$ cat src/seq_pkg.sv
// Package of constants for the rail enable sequencer
package seq_pkg;
   // Power-up ordering options
   typedef enum logic [1:0] {
      ORDER_ALL_AT_ONCE,
      ORDER_BUCK_ONE_FIRST,
      ORDER_BUCK_TWO_FIRST
   } order_t;

   localparam order_t DELIVERED_ORDER = ORDER_BUCK_ONE_FIRST;

   // Discharge hold after supply loss
   localparam int unsigned CLOCK_HZ        = 50_000_000;
   localparam int unsigned DISCHARGE_MS    = 200;
   localparam int unsigned DISCHARGE_CYCLES = (CLOCK_HZ / 1000) * DISCHARGE_MS;

   // LED current code: 0 = 7.5 mA, steps of 0.5 mA to 15 mA, then 1 mA to 30 mA
   localparam int unsigned LED_CODE_W      = 5;
   localparam logic [4:0]  LED_CODE_7P5MA  = 5'h00;
   localparam logic [4:0]  LED_CODE_MAX    = 5'h1e;

   // Rail index positions in the enable and power-good vectors
   localparam int unsigned RAIL_BUCK_ONE   = 0;
   localparam int unsigned RAIL_LINREG_ONE = 1;
   localparam int unsigned RAIL_BUCK_TWO   = 2;
   localparam int unsigned RAIL_LINREG_TWO = 3;
   localparam int unsigned RAIL_COUNT      = 4;
endpackage : seq_pkg

$ cat src/level_sync.sv
// Two-flop synchroniser for a vector of levels
`timescale 1ns/100ps
module level_sync #(
   parameter int unsigned WIDTH = 1
) (
   input  wire logic             clock,
   input  wire logic             srst,
   input  wire logic [WIDTH-1:0] async_in,
   output      logic [WIDTH-1:0] sync_out
);
   logic [WIDTH-1:0] meta_q;

   always_ff @(posedge clock) begin
      if (srst) begin
         meta_q   <= '0;
         sync_out <= '0;
      end else begin
         meta_q   <= async_in;
         sync_out <= meta_q;
      end
   end
endmodule : level_sync

$ cat src/rail_enable_sequencer.sv
// Rail enable sequencer: supply lockout, ordered rail start, discharge, thermal, LED gate
`timescale 1ns/100ps
module rail_enable_sequencer #(
   parameter seq_pkg::order_t                     ORDER            = seq_pkg::DELIVERED_ORDER,
   parameter int unsigned                         DISCHARGE_CYCLES = seq_pkg::DISCHARGE_CYCLES,
   parameter logic [seq_pkg::LED_CODE_W-1:0]      LED_CODE         = seq_pkg::LED_CODE_7P5MA
) (
   input  wire logic                              clock,
   input  wire logic                              srst,
   input  wire logic                              supply_ok,
   input  wire logic                              supply_present,
   input  wire logic                              over_temp,
   input  wire logic [seq_pkg::RAIL_COUNT-1:0]    rail_power_good,
   input  wire logic                              led_dim,
   output logic                                   buck_rail_one_en,
   output logic                                   buck_rail_two_en,
   output logic                                   linreg_rail_one_en,
   output logic                                   linreg_rail_two_en,
   output logic                                   discharge_en,
   output logic                                   core_active,
   output logic                                   led_sink_en,
   output logic                                   led_current_sink_output_oe,
   output logic [seq_pkg::LED_CODE_W-1:0]         led_current_code
);
   // ------------------------------------------------------------
   // Elaboration checks
   // ------------------------------------------------------------
   if (DISCHARGE_CYCLES < 1) begin : g_bad_dis
      $error("Discharge hold must be at least one cycle");
   end
   if (LED_CODE > seq_pkg::LED_CODE_MAX) begin : g_bad_led
      $error("LED current code out of range");
   end

   // ------------------------------------------------------------
   // Synchronisers
   // ------------------------------------------------------------
   localparam int unsigned SYNC_W = seq_pkg::RAIL_COUNT + 4;

   logic [SYNC_W-1:0]              sync_vec;
   logic                           supply_ok_s;
   logic                           supply_present_s;
   logic                           over_temp_s;
   logic                           led_dim_s;
   logic [seq_pkg::RAIL_COUNT-1:0] pgood_s;

   level_sync #(
      .WIDTH (SYNC_W)
   ) u_sync (
      .clock    (clock),
      .srst     (srst),
      .async_in ({led_dim, over_temp, supply_present, supply_ok, rail_power_good}),
      .sync_out (sync_vec)
   );

   assign pgood_s          = sync_vec[seq_pkg::RAIL_COUNT-1:0];
   assign supply_ok_s      = sync_vec[seq_pkg::RAIL_COUNT];
   assign supply_present_s = sync_vec[seq_pkg::RAIL_COUNT+1];
   assign over_temp_s      = sync_vec[seq_pkg::RAIL_COUNT+2];
   assign led_dim_s        = sync_vec[seq_pkg::RAIL_COUNT+3];

   // ------------------------------------------------------------
   // Sequencer state machine
   // ------------------------------------------------------------
   typedef enum logic [2:0] {
      ST_SHUTDOWN,
      ST_STEP_ONE,
      ST_STEP_TWO,
      ST_STEP_THREE,
      ST_STEP_FOUR,
      ST_RUN
   } seq_state_t;

   seq_state_t state_q;
   seq_state_t state_d;
   logic       run_ok;

   // Supply good and no thermal fault is the only start condition
   assign run_ok = supply_ok_s && !over_temp_s;

   // Rail order per step, fixed by parameter only
   function automatic int unsigned step_rail(input int unsigned step);
      int unsigned r;
      r = seq_pkg::RAIL_BUCK_ONE;
      if (ORDER == seq_pkg::ORDER_BUCK_TWO_FIRST) begin
         case (step)
            0: r = seq_pkg::RAIL_BUCK_TWO;
            1: r = seq_pkg::RAIL_LINREG_TWO;
            2: r = seq_pkg::RAIL_BUCK_ONE;
            default: r = seq_pkg::RAIL_LINREG_ONE;
         endcase
      end else begin
         case (step)
            0: r = seq_pkg::RAIL_BUCK_ONE;
            1: r = seq_pkg::RAIL_LINREG_ONE;
            2: r = seq_pkg::RAIL_BUCK_TWO;
            default: r = seq_pkg::RAIL_LINREG_TWO;
         endcase
      end
      return r;
   endfunction : step_rail

   always_comb begin
      state_d = state_q;
      if (!run_ok) begin
         state_d = ST_SHUTDOWN;
      end else begin
         case (state_q)
            ST_SHUTDOWN: begin
               if (ORDER == seq_pkg::ORDER_ALL_AT_ONCE) begin
                  state_d = ST_RUN;
               end else begin
                  state_d = ST_STEP_ONE;
               end
            end
            ST_STEP_ONE: begin
               if (pgood_s[step_rail(0)]) begin
                  state_d = ST_STEP_TWO;
               end
            end
            ST_STEP_TWO: begin
               if (pgood_s[step_rail(1)]) begin
                  state_d = ST_STEP_THREE;
               end
            end
            ST_STEP_THREE: begin
               if (pgood_s[step_rail(2)]) begin
                  state_d = ST_STEP_FOUR;
               end
            end
            ST_STEP_FOUR: begin
               if (pgood_s[step_rail(3)]) begin
                  state_d = ST_RUN;
               end
            end
            default: begin
               state_d = ST_RUN;
            end
         endcase
      end
   end

   always_ff @(posedge clock) begin
      if (srst) begin
         state_q <= ST_SHUTDOWN;
      end else begin
         state_q <= state_d;
      end
   end

   // ------------------------------------------------------------
   // Rail enables
   // ------------------------------------------------------------
   logic [seq_pkg::RAIL_COUNT-1:0] rail_en_d;
   int unsigned                    steps_on;

   always_comb begin
      rail_en_d = '0;
      steps_on  = 0;
      case (state_d)
         ST_STEP_ONE:   steps_on = 1;
         ST_STEP_TWO:   steps_on = 2;
         ST_STEP_THREE: steps_on = 3;
         ST_STEP_FOUR:  steps_on = 4;
         ST_RUN:        steps_on = 4;
         default:       steps_on = 0;
      endcase
      for (int unsigned i = 0; i < seq_pkg::RAIL_COUNT; i++) begin
         if (i < steps_on) begin
            rail_en_d[step_rail(i)] = 1'b1;
         end
      end
   end

   always_ff @(posedge clock) begin
      if (srst) begin
         buck_rail_one_en   <= 1'b0;
         linreg_rail_one_en <= 1'b0;
         buck_rail_two_en   <= 1'b0;
         linreg_rail_two_en <= 1'b0;
         core_active        <= 1'b0;
      end else begin
         buck_rail_one_en   <= rail_en_d[seq_pkg::RAIL_BUCK_ONE];
         linreg_rail_one_en <= rail_en_d[seq_pkg::RAIL_LINREG_ONE];
         buck_rail_two_en   <= rail_en_d[seq_pkg::RAIL_BUCK_TWO];
         linreg_rail_two_en <= rail_en_d[seq_pkg::RAIL_LINREG_TWO];
         // Whole core off whenever no rail is enabled
         core_active        <= |rail_en_d;
      end
   end

   // ------------------------------------------------------------
   // Output discharge
   // ------------------------------------------------------------
   // Counter keeps the caps draining after the supply is gone; a tiny
   // reserve supply is assumed to keep this logic alive meanwhile.
   localparam int unsigned DIS_W = $clog2(DISCHARGE_CYCLES + 1);

   logic [DIS_W-1:0] dis_count_q;
   logic             supply_ok_prev_q;

   always_ff @(posedge clock) begin
      if (srst) begin
         supply_ok_prev_q <= 1'b0;
      end else begin
         supply_ok_prev_q <= supply_ok_s;
      end
   end

   always_ff @(posedge clock) begin
      if (srst) begin
         dis_count_q <= '0;
      end else if (supply_ok_s) begin
         dis_count_q <= '0;
      end else if (supply_ok_prev_q) begin
         dis_count_q <= DIS_W'(DISCHARGE_CYCLES);
      end else if (dis_count_q != '0) begin
         dis_count_q <= dis_count_q - 1'b1;
      end
   end

   always_ff @(posedge clock) begin
      if (srst) begin
         discharge_en <= 1'b0;
      end else if (supply_ok_s) begin
         discharge_en <= 1'b0;
      end else if (supply_ok_prev_q) begin
         discharge_en <= 1'b1;
      end else begin
         // Ramp-up window and hold after loss
         discharge_en <= supply_present_s || (dis_count_q > DIS_W'(1));
      end
   end

   // ------------------------------------------------------------
   // LED current sink
   // ------------------------------------------------------------
   // dimming input assumed at most 50kHz, so two-flop delay is negligible
   always_ff @(posedge clock) begin
      if (srst) begin
         led_sink_en                <= 1'b0;
         led_current_sink_output_oe <= 1'b0;
         led_current_code           <= seq_pkg::LED_CODE_7P5MA;
      end else begin
         led_sink_en                <= led_dim_s && !over_temp_s;
         led_current_sink_output_oe <= led_dim_s && !over_temp_s;
         led_current_code           <= LED_CODE;
      end
   end
endmodule : rail_enable_sequencer

$ cat config.mk
export PLATFORM = sky130hd
export DESIGN_NAME = rail_enable_sequencer
export DESIGN_NICKNAME = d
export VERILOG_FILES = /design/src/seq_pkg.sv /design/src/level_sync.sv /design/src/rail_enable_sequencer.sv
export SDC_FILE = /design/constraint.sdc
export NUM_CORES = 1
export LEC_CHECK = 0
export BUFFER_PORTS_ARGS = -buffer_cell sky130_fd_sc_hd__buf_2
export CORE_MARGIN = 5
export CORE_UTILIZATION = 52
export CTS_BUF_LIST = sky130_fd_sc_hd__clkbuf_4 sky130_fd_sc_hd__clkbuf_8 sky130_fd_sc_hd__clkbuf_16
export DETAILED_ROUTE_END_ITERATION = 7
export PLACE_DENSITY = 0.85
export SLEW_MARGIN = 20
export SYNTH_ARGS = -nofsm -noshare
export SYNTH_HDL_FRONTEND = slang
export SYNTH_SLANG_ARGS = --single-unit
$ cat constraint.sdc
create_clock -name clock -period 2.18 [get_ports clock]
set_input_delay 0.109 -clock clock [delete_from_list [all_inputs] [get_ports clock]]
set_output_delay 0.109 -clock clock [all_outputs]
set_load 0.03 [all_outputs]
### Word-level counts from Yosys, hierarchy flattened

Cells that the tools add are included.

| word-level totals | value |
|---|---|
| input port bits | 10 |
| output and inout port bits | 13 |
| register bits after elaboration | 51 |

| cells by class | value |
|---|---|
| muxes and demuxes | 26 |
| bitwise gates (word level) | 3 |
| reduce and logical (&&, ||, !) cells | 15 |
| $add $sub $neg | 1 |
| equal/unequal tests | 9 |
| order comparisons | 13 |

Operator list:

| operator | number |
|---|---|
| greater-or-equal comparator 32 x 1 -> 1 bit, second input constant | 4 |
| < comparator 32 x 3 -> 1 bit, second input constant | 4 |
| 2-to-1 mux 32 bit | 4 |
| < comparator 1 x 32 -> 1 bit, first input constant | 2 |
| < comparator 2 x 32 -> 1 bit, first input constant | 2 |
| 2-to-1 mux 24 bit | 2 |
| greater-than comparator 24 x 1 -> 1 bit, second input constant | 1 |
| nonzero test 24 bit | 1 |
| subtractor 24 x 1 -> 24 bit, second input constant | 1 |
| 2-to-1 mux 4 bit | 4 |
| 2-to-1 mux 3 bit | 5 |
| case mux 3 bit (5 select lines) | 1 |
| == test 3 x 2 -> 1 bit, second input constant | 4 |
| bitwise OR 4 bit | 3 |
| case mux 3 bit (4 select lines) | 1 |
| == test 3 bit, second input constant | 3 |
| demux 1 bit (select 2 bit) | 4 |
| == test 3 x 1 -> 1 bit, second input constant | 2 |
| logical AND 1 bit | 6 |
| 2-to-1 mux 1 bit | 5 |
| OR reduction 2 bit | 2 |
| OR reduction 4 bit | 1 |
| logical NOT 3 bit | 1 |
| OR reduction 3 bit | 1 |
| 3 further kinds | 3 |

### Longest topological paths before layout

| logic depth | value |
|---|---|
| depth in word-level cells | 20 |
| depth in mapped cells | 9 |
| gate-level depth less buffers | 6 |

### By module

A second synthesis with hierarchy kept.

| unflattened totals | value |
|---|---|
| cells, all modules | 228 |
| area total of the unflattened synthesis | 2222.1 um^2 |

By module, submodules not included:

| module | area an instance (um^2) | times used | seq. area each (um^2) | cells each |
|---|---|---|---|---|
| rail_enable_sequencer | 1757.9 | 1 | 700.7 | 195 |
| level_sync | 464.2 | 1 | 320.3 | 33 |

### Worst setup path after synthesis

No wires, ideal clock.

| timing path | value |
|---|---|
| kind | reg-to-reg |
| start point | reg dis_count_q[21] |
| end point | reg dis_count_q[15] |
| period minus slack after synthesis | 2.100 ns |
| data arrival time | 1.968 ns |
| path slack | 0.080 ns |
| data required time | 2.048 ns |
| path buffers | 2 |
| stages on the path, launching flop included | 8 |
| library setup time | 0.132 ns |
| cells stage by stage | dfxtp_1 or2_1 or4_4 or4_4 buf_6 buf_6 a211oi_2 nor3_1 |

| between the ends | value |
|---|---|
| cells in the longest elaborated chain, start to end | 2 |

RTL lines:

| element | line | RTL |
|---|---|---|
| from (decl) | rail_enable_sequencer.sv:199 | `logic [DIS_W-1:0] dis_count_q;` |
| from (signal assigned) | rail_enable_sequencer.sv:216 | `dis_count_q <= DIS_W'(DISCHARGE_CYCLES);` |
| from (signal assigned) | rail_enable_sequencer.sv:218 | `dis_count_q <= dis_count_q - 1'b1;` |
| nonzero test 24 bit | rail_enable_sequencer.sv:217 | `end else if (dis_count_q != '0) begin` |
| nonzero test 2 bit (no source line) | -- |  |

No other way between the ends.
A chain may end at the register's enable or synchronous reset.

### Final worst setup path

| timing path | value |
|---|---|
| start point | reg dis_count_q[21] |
| end point | reg dis_count_q[2] |

| between the ends | value |
|---|---|
| cells in the longest elaborated chain, start to end | 1 |

RTL lines:

| element | line |
|---|---|
| nonzero test 24 bit | rail_enable_sequencer.sv:217 |

No other way between the ends.

==> impl_metrics.sql <==
INSERT INTO impl_metrics (metric_group, metric, value, unit) VALUES
('synth', 'postSynth.topFlopCell', 'sky130_fd_sc_hd__dfxtp_1', ''),
('clock_tree', 'clkLatencyLatePin', '0.31', 'ns'),
('sta', 'fin_crit', '2.11', 'ns'),
('power_and_ir_drop', 'peakVddDrop', '0.771', 'mV'),
('power_and_ir_drop', 'powerDensity', '1430', 'mW/mm2'),
('synth', 'synth_area_leaders', 'sky130_fd_sc_hd__dfxtp_1 (47%), sky130_fd_sc_hd__nor2b_1 (5.5%), sky130_fd_sc_hd__nor2_1 (3.6%)', ''),
('worst_setup_path', 'worstPathBufferInverterCount', '0', ''),
('power_and_ir_drop', 'power_share_of_the_clock_group', '16.1', '%'),
('worst_setup_path', 'crit_arrival', '2.33', 'ns'),
('drt', 'dr_wl_cell', '14.0', 'um'),
('hold_path', 'hold_path.class', 'in2reg', ''),
('sta', 'rsz0062_at_grt', 'no', ''),
('die', 'die_area', '0.00556', 'mm2'),
('power_and_ir_drop', 'power.share.combinational', '48.8', '%'),
('die', 'core_region_area', '0.00403', 'mm2'),
('synth', 'synth_area_leader_cell', 'sky130_fd_sc_hd__dfxtp_1', ''),
('layout', 'multiInputGateArea', '0.00105', 'mm2'),
('synth', 'post_synth_edffs', '0', ''),
('synth', 'synth_seq_area_share', '47.1', '%'),
('worst_setup_path', 'end_kind', 'flip-flop', ''),
('placement', 'place.port_buffers', '17', ''),
('sta', 'final-max-slew-violation-count', '0', ''),
('worst_setup_path', 'timing.critical_path.cells', 'or2_1 > or4_4 > or4_4 > and3b_2 > o21a_1', ''),
('global_routing', 'grt_antenna_before_repair', '0', ''),
('layout', 'fill_cells', '345', ''),
('global_routing', 'grtUsageTotal', '17.7', '%'),
('clock_tree', 'cts_root_buffer', 'sky130_fd_sc_hd__clkbuf_8', ''),
('layout', 'diode_insertion_count_for_antenna_repair', '0', ''),
('job', 'number_of_max_capacitance_violations_reported', '0', ''),
('synth', 'async_flop_share', '0', '%'),
('layout', 'syn_to_final_growth', '16.2', '%'),
('clock_tree', 'clock_sink_count', '51', ''),
('drt', 'firstDrtPassIters', '4', ''),
('power_and_ir_drop', 'p_switching', '1470', 'uW'),
('layout', 'final-seq-area', '0.00102', 'mm2'),
('placement', 'dpl.hpwl', '3020', 'um'),
('clock_tree', 'cts_tree', 'built', ''),
('global_routing', 'first_pass_grt_wire_length', '7510', 'um'),
('worst_setup_path', 'crit_path_max_fo', '16', ''),
('power_and_ir_drop', 'leakage', '0.00105', 'uW'),
('sta', 'hold_viol', '0', ''),
('synth', 'post_synthesis_instance_total', '232', ''),
('synth', 'syn-mean-instance-area', '9.34', 'um2'),
('global_routing', 'maximum_number_of_pins_on_one_net_before_global_route_repair', '19', ''),
('drt', 'ant_nets', '0', ''),
('synth', 'netlist-cell-type-count', '47', ''),
('drt', 'num_vias', '1783', ''),
('worst_setup_path', 'path_type_of_the_worst_setup_path', 'reg2reg', ''),
('die', 'row_count', '23', ''),
('die', 'dieHeight', '74.6', 'um'),
('clock_tree', 'cts.reportedPaths.clkPinSlew', '0.10', 'ns'),
('global_routing', 'vias_in_the_first_global_route', '1614', ''),
('worst_setup_path', 'timing.critical_path.max_delay_family', 'simple AND/OR/NAND/NOR gates', ''),
('worst_setup_path', 'worst-endpoint-required', '2.40', 'ns'),
('worst_setup_path', 'slowest_delay', '0.56', 'ns'),
('status', 'outcome', 'completed', ''),
('die', 'initial_core_util', '53.8', '%'),
('layout', 'utilization', '62.5', '%'),
('synth', 'area_share_of_the_largest_cell_type_after_synthesis', '47.1', '%'),
('die', 'design.portCount', '23', ''),
('worst_setup_path', 'cpMaxStageDelayCell', 'sky130_fd_sc_hd__or4_4', ''),
('global_routing', 'grt_overflow_total', '0', ''),
('sta', 'slew_headroom', '63.8', '%'),
('sta', 'total_negative_slack_for_setup_checks', '0', 'ns'),
('drt', 'postRouteWirelength', '4420', 'um'),
('worst_setup_path', 'timing.critical_path.from_type', 'flip-flop', ''),
('power_and_ir_drop', 'netSwitchingFraction', '40.7', '%'),
('clock_tree', 'cts-buffers-inserted', '5', ''),
('layout', 'design_area', '0.00252', 'mm2'),
('sta', 'timing.clock.skew', '0.00287', 'ns'),
('sta', 'post-route-period-util', '96.7', '%');
-- path summary, 6_finish.rpt --
check	start	to	slack, ns	cells past startpoint
setup / recovery	dis_count_q[21]	dis_count_q[2]	0.07	5
hold / removal	rail_power_good[3]	u_sync.meta_q[3]	0.008	2
setup reg to reg	dis_count_q[21]	dis_count_q[2]	0.07	5
hold reg to reg	u_sync.meta_q[2]	u_sync.sync_out[2]	0.45	1
-- cells in the mapped netlist (all sizes together), types with 4 or more instances --
master	instances
or3	9
nor3	7
or4	5
nand3	4
dfxtp	51
buf	10
a31oi	6
a211oi	7
inv	7
xnor2	5
nor2	21
nand2	10
a21oi	11
o31ai	5
a311oi	5
o21ai	4
clkbuf	6
or2	5
nor2b	19
nor4	6
-- layout make-up --
type,count,area share (%)
Clock inverter,3,1.09
Tap cell,50,2.49
Timing Repair Buffer,38,10.2
Clock buffer,5,2.73
Sequential cell,51,40.6
Multi-Input combinational cell,162,41.8
Inverter,7,1.04
-- cell families after synthesis --
group                    count (synthesis)  share of synthesized area, %
AND/OR/NAND/NOR                        102                          27.8
adder cells (fa/ha/maj)                  2                          1.15
XOR/XNOR                                 5                          2.02
other                                    1                         0.173
flip-flops                              51                          47.1
AO/OA/AOI/OAI                           45                          14.5
buffers and inverters                   23                          5.77
multiplexers                             3                          1.44
-- state kept, by name (all words and copies together), names as in the netlist --
register,cells
buck_rail_one_en,1
buck_rail_two_en,1
core_active,1
dis_count_q,24
discharge_en,1
led_current_sink_output_oe,1
linreg_rail_one_en,1
linreg_rail_two_en,1
state_q,3
supply_ok_prev_q,1
u_sync.meta_q,8
u_sync.sync_out,8
-- metrics by stage --
step	power [uW]	hold slack [ns]	setup WS, ns	cells
floorplan	2460	0.181	0.0803	236
global placement	2870	0.316	0.0354	301
detailed placement	2930	0.322	0.00467	301
CTS	3550	0.00449	0.0518	315
global route	3860	0.0309	0.0103	316
finish	3610	0.00818	0.0715	316
-- layer usage --
metal  track usage (%)  wire length [um]  vias up
li1                  -                 -      888
met1              22.2              1980      844
met2              28.7              2130       42
met3              5.00               225        9
met4              7.31                87        0
met5                 0                 0        -
-- power groups by stage --
stage / registers (uW) / clock network [uW] / logic (uW)
floorplan: 1270 / 0 / 1190
global placement: 1270 / 0 / 1600
detailed placement: 1280 / 0 / 1650
CTS: 1260 / 598 / 1690
global route: 1290 / 641 / 1940
finish: 1270 / 582 / 1760
-- layout by cell type, fill, tap and decap left out, drive strengths merged, types with 2 or more instances in the layout --
cell         count
a2111oi          2
a211oi           7
a21oi           11
a311oi           5
a31oi            6
and3b            3
buf             32
clkbuf           5
conb             5
dfxtp           51
dlygate4sd3      6
ha               2
inv              9
mux2i            2
nand2           10
nand2b           3
nand3            4
nor2            21
nor2b           19
nor3             7
nor3b            2
nor4             6
o21a             2
o21ai            4
o31ai            5
or2              5
or3              9
or3b             2
or4              5
xnor2            5
-- worst reg2reg max path: stages (launching register included) --
cell and delay (ns):
sky130_fd_sc_hd__dfxtp_1 0.34, sky130_fd_sc_hd__or2_1 0.26, sky130_fd_sc_hd__or4_4 0.45, sky130_fd_sc_hd__or4_4 0.56
sky130_fd_sc_hd__and3b_2 0.25, sky130_fd_sc_hd__o21a_1 0.16
-- timing repair --
item                                   in CTS  in global routing
hold buffers                                6                  0
setup endpoints to repair                   1                  7
gates cloned                                0                  0
endpoints found under the hold margin       6                  0
pin swaps                                   1                  2
buffers inserted                            0                  1
resized for setup                           0                  4
(Power assumes the default switching activity.)
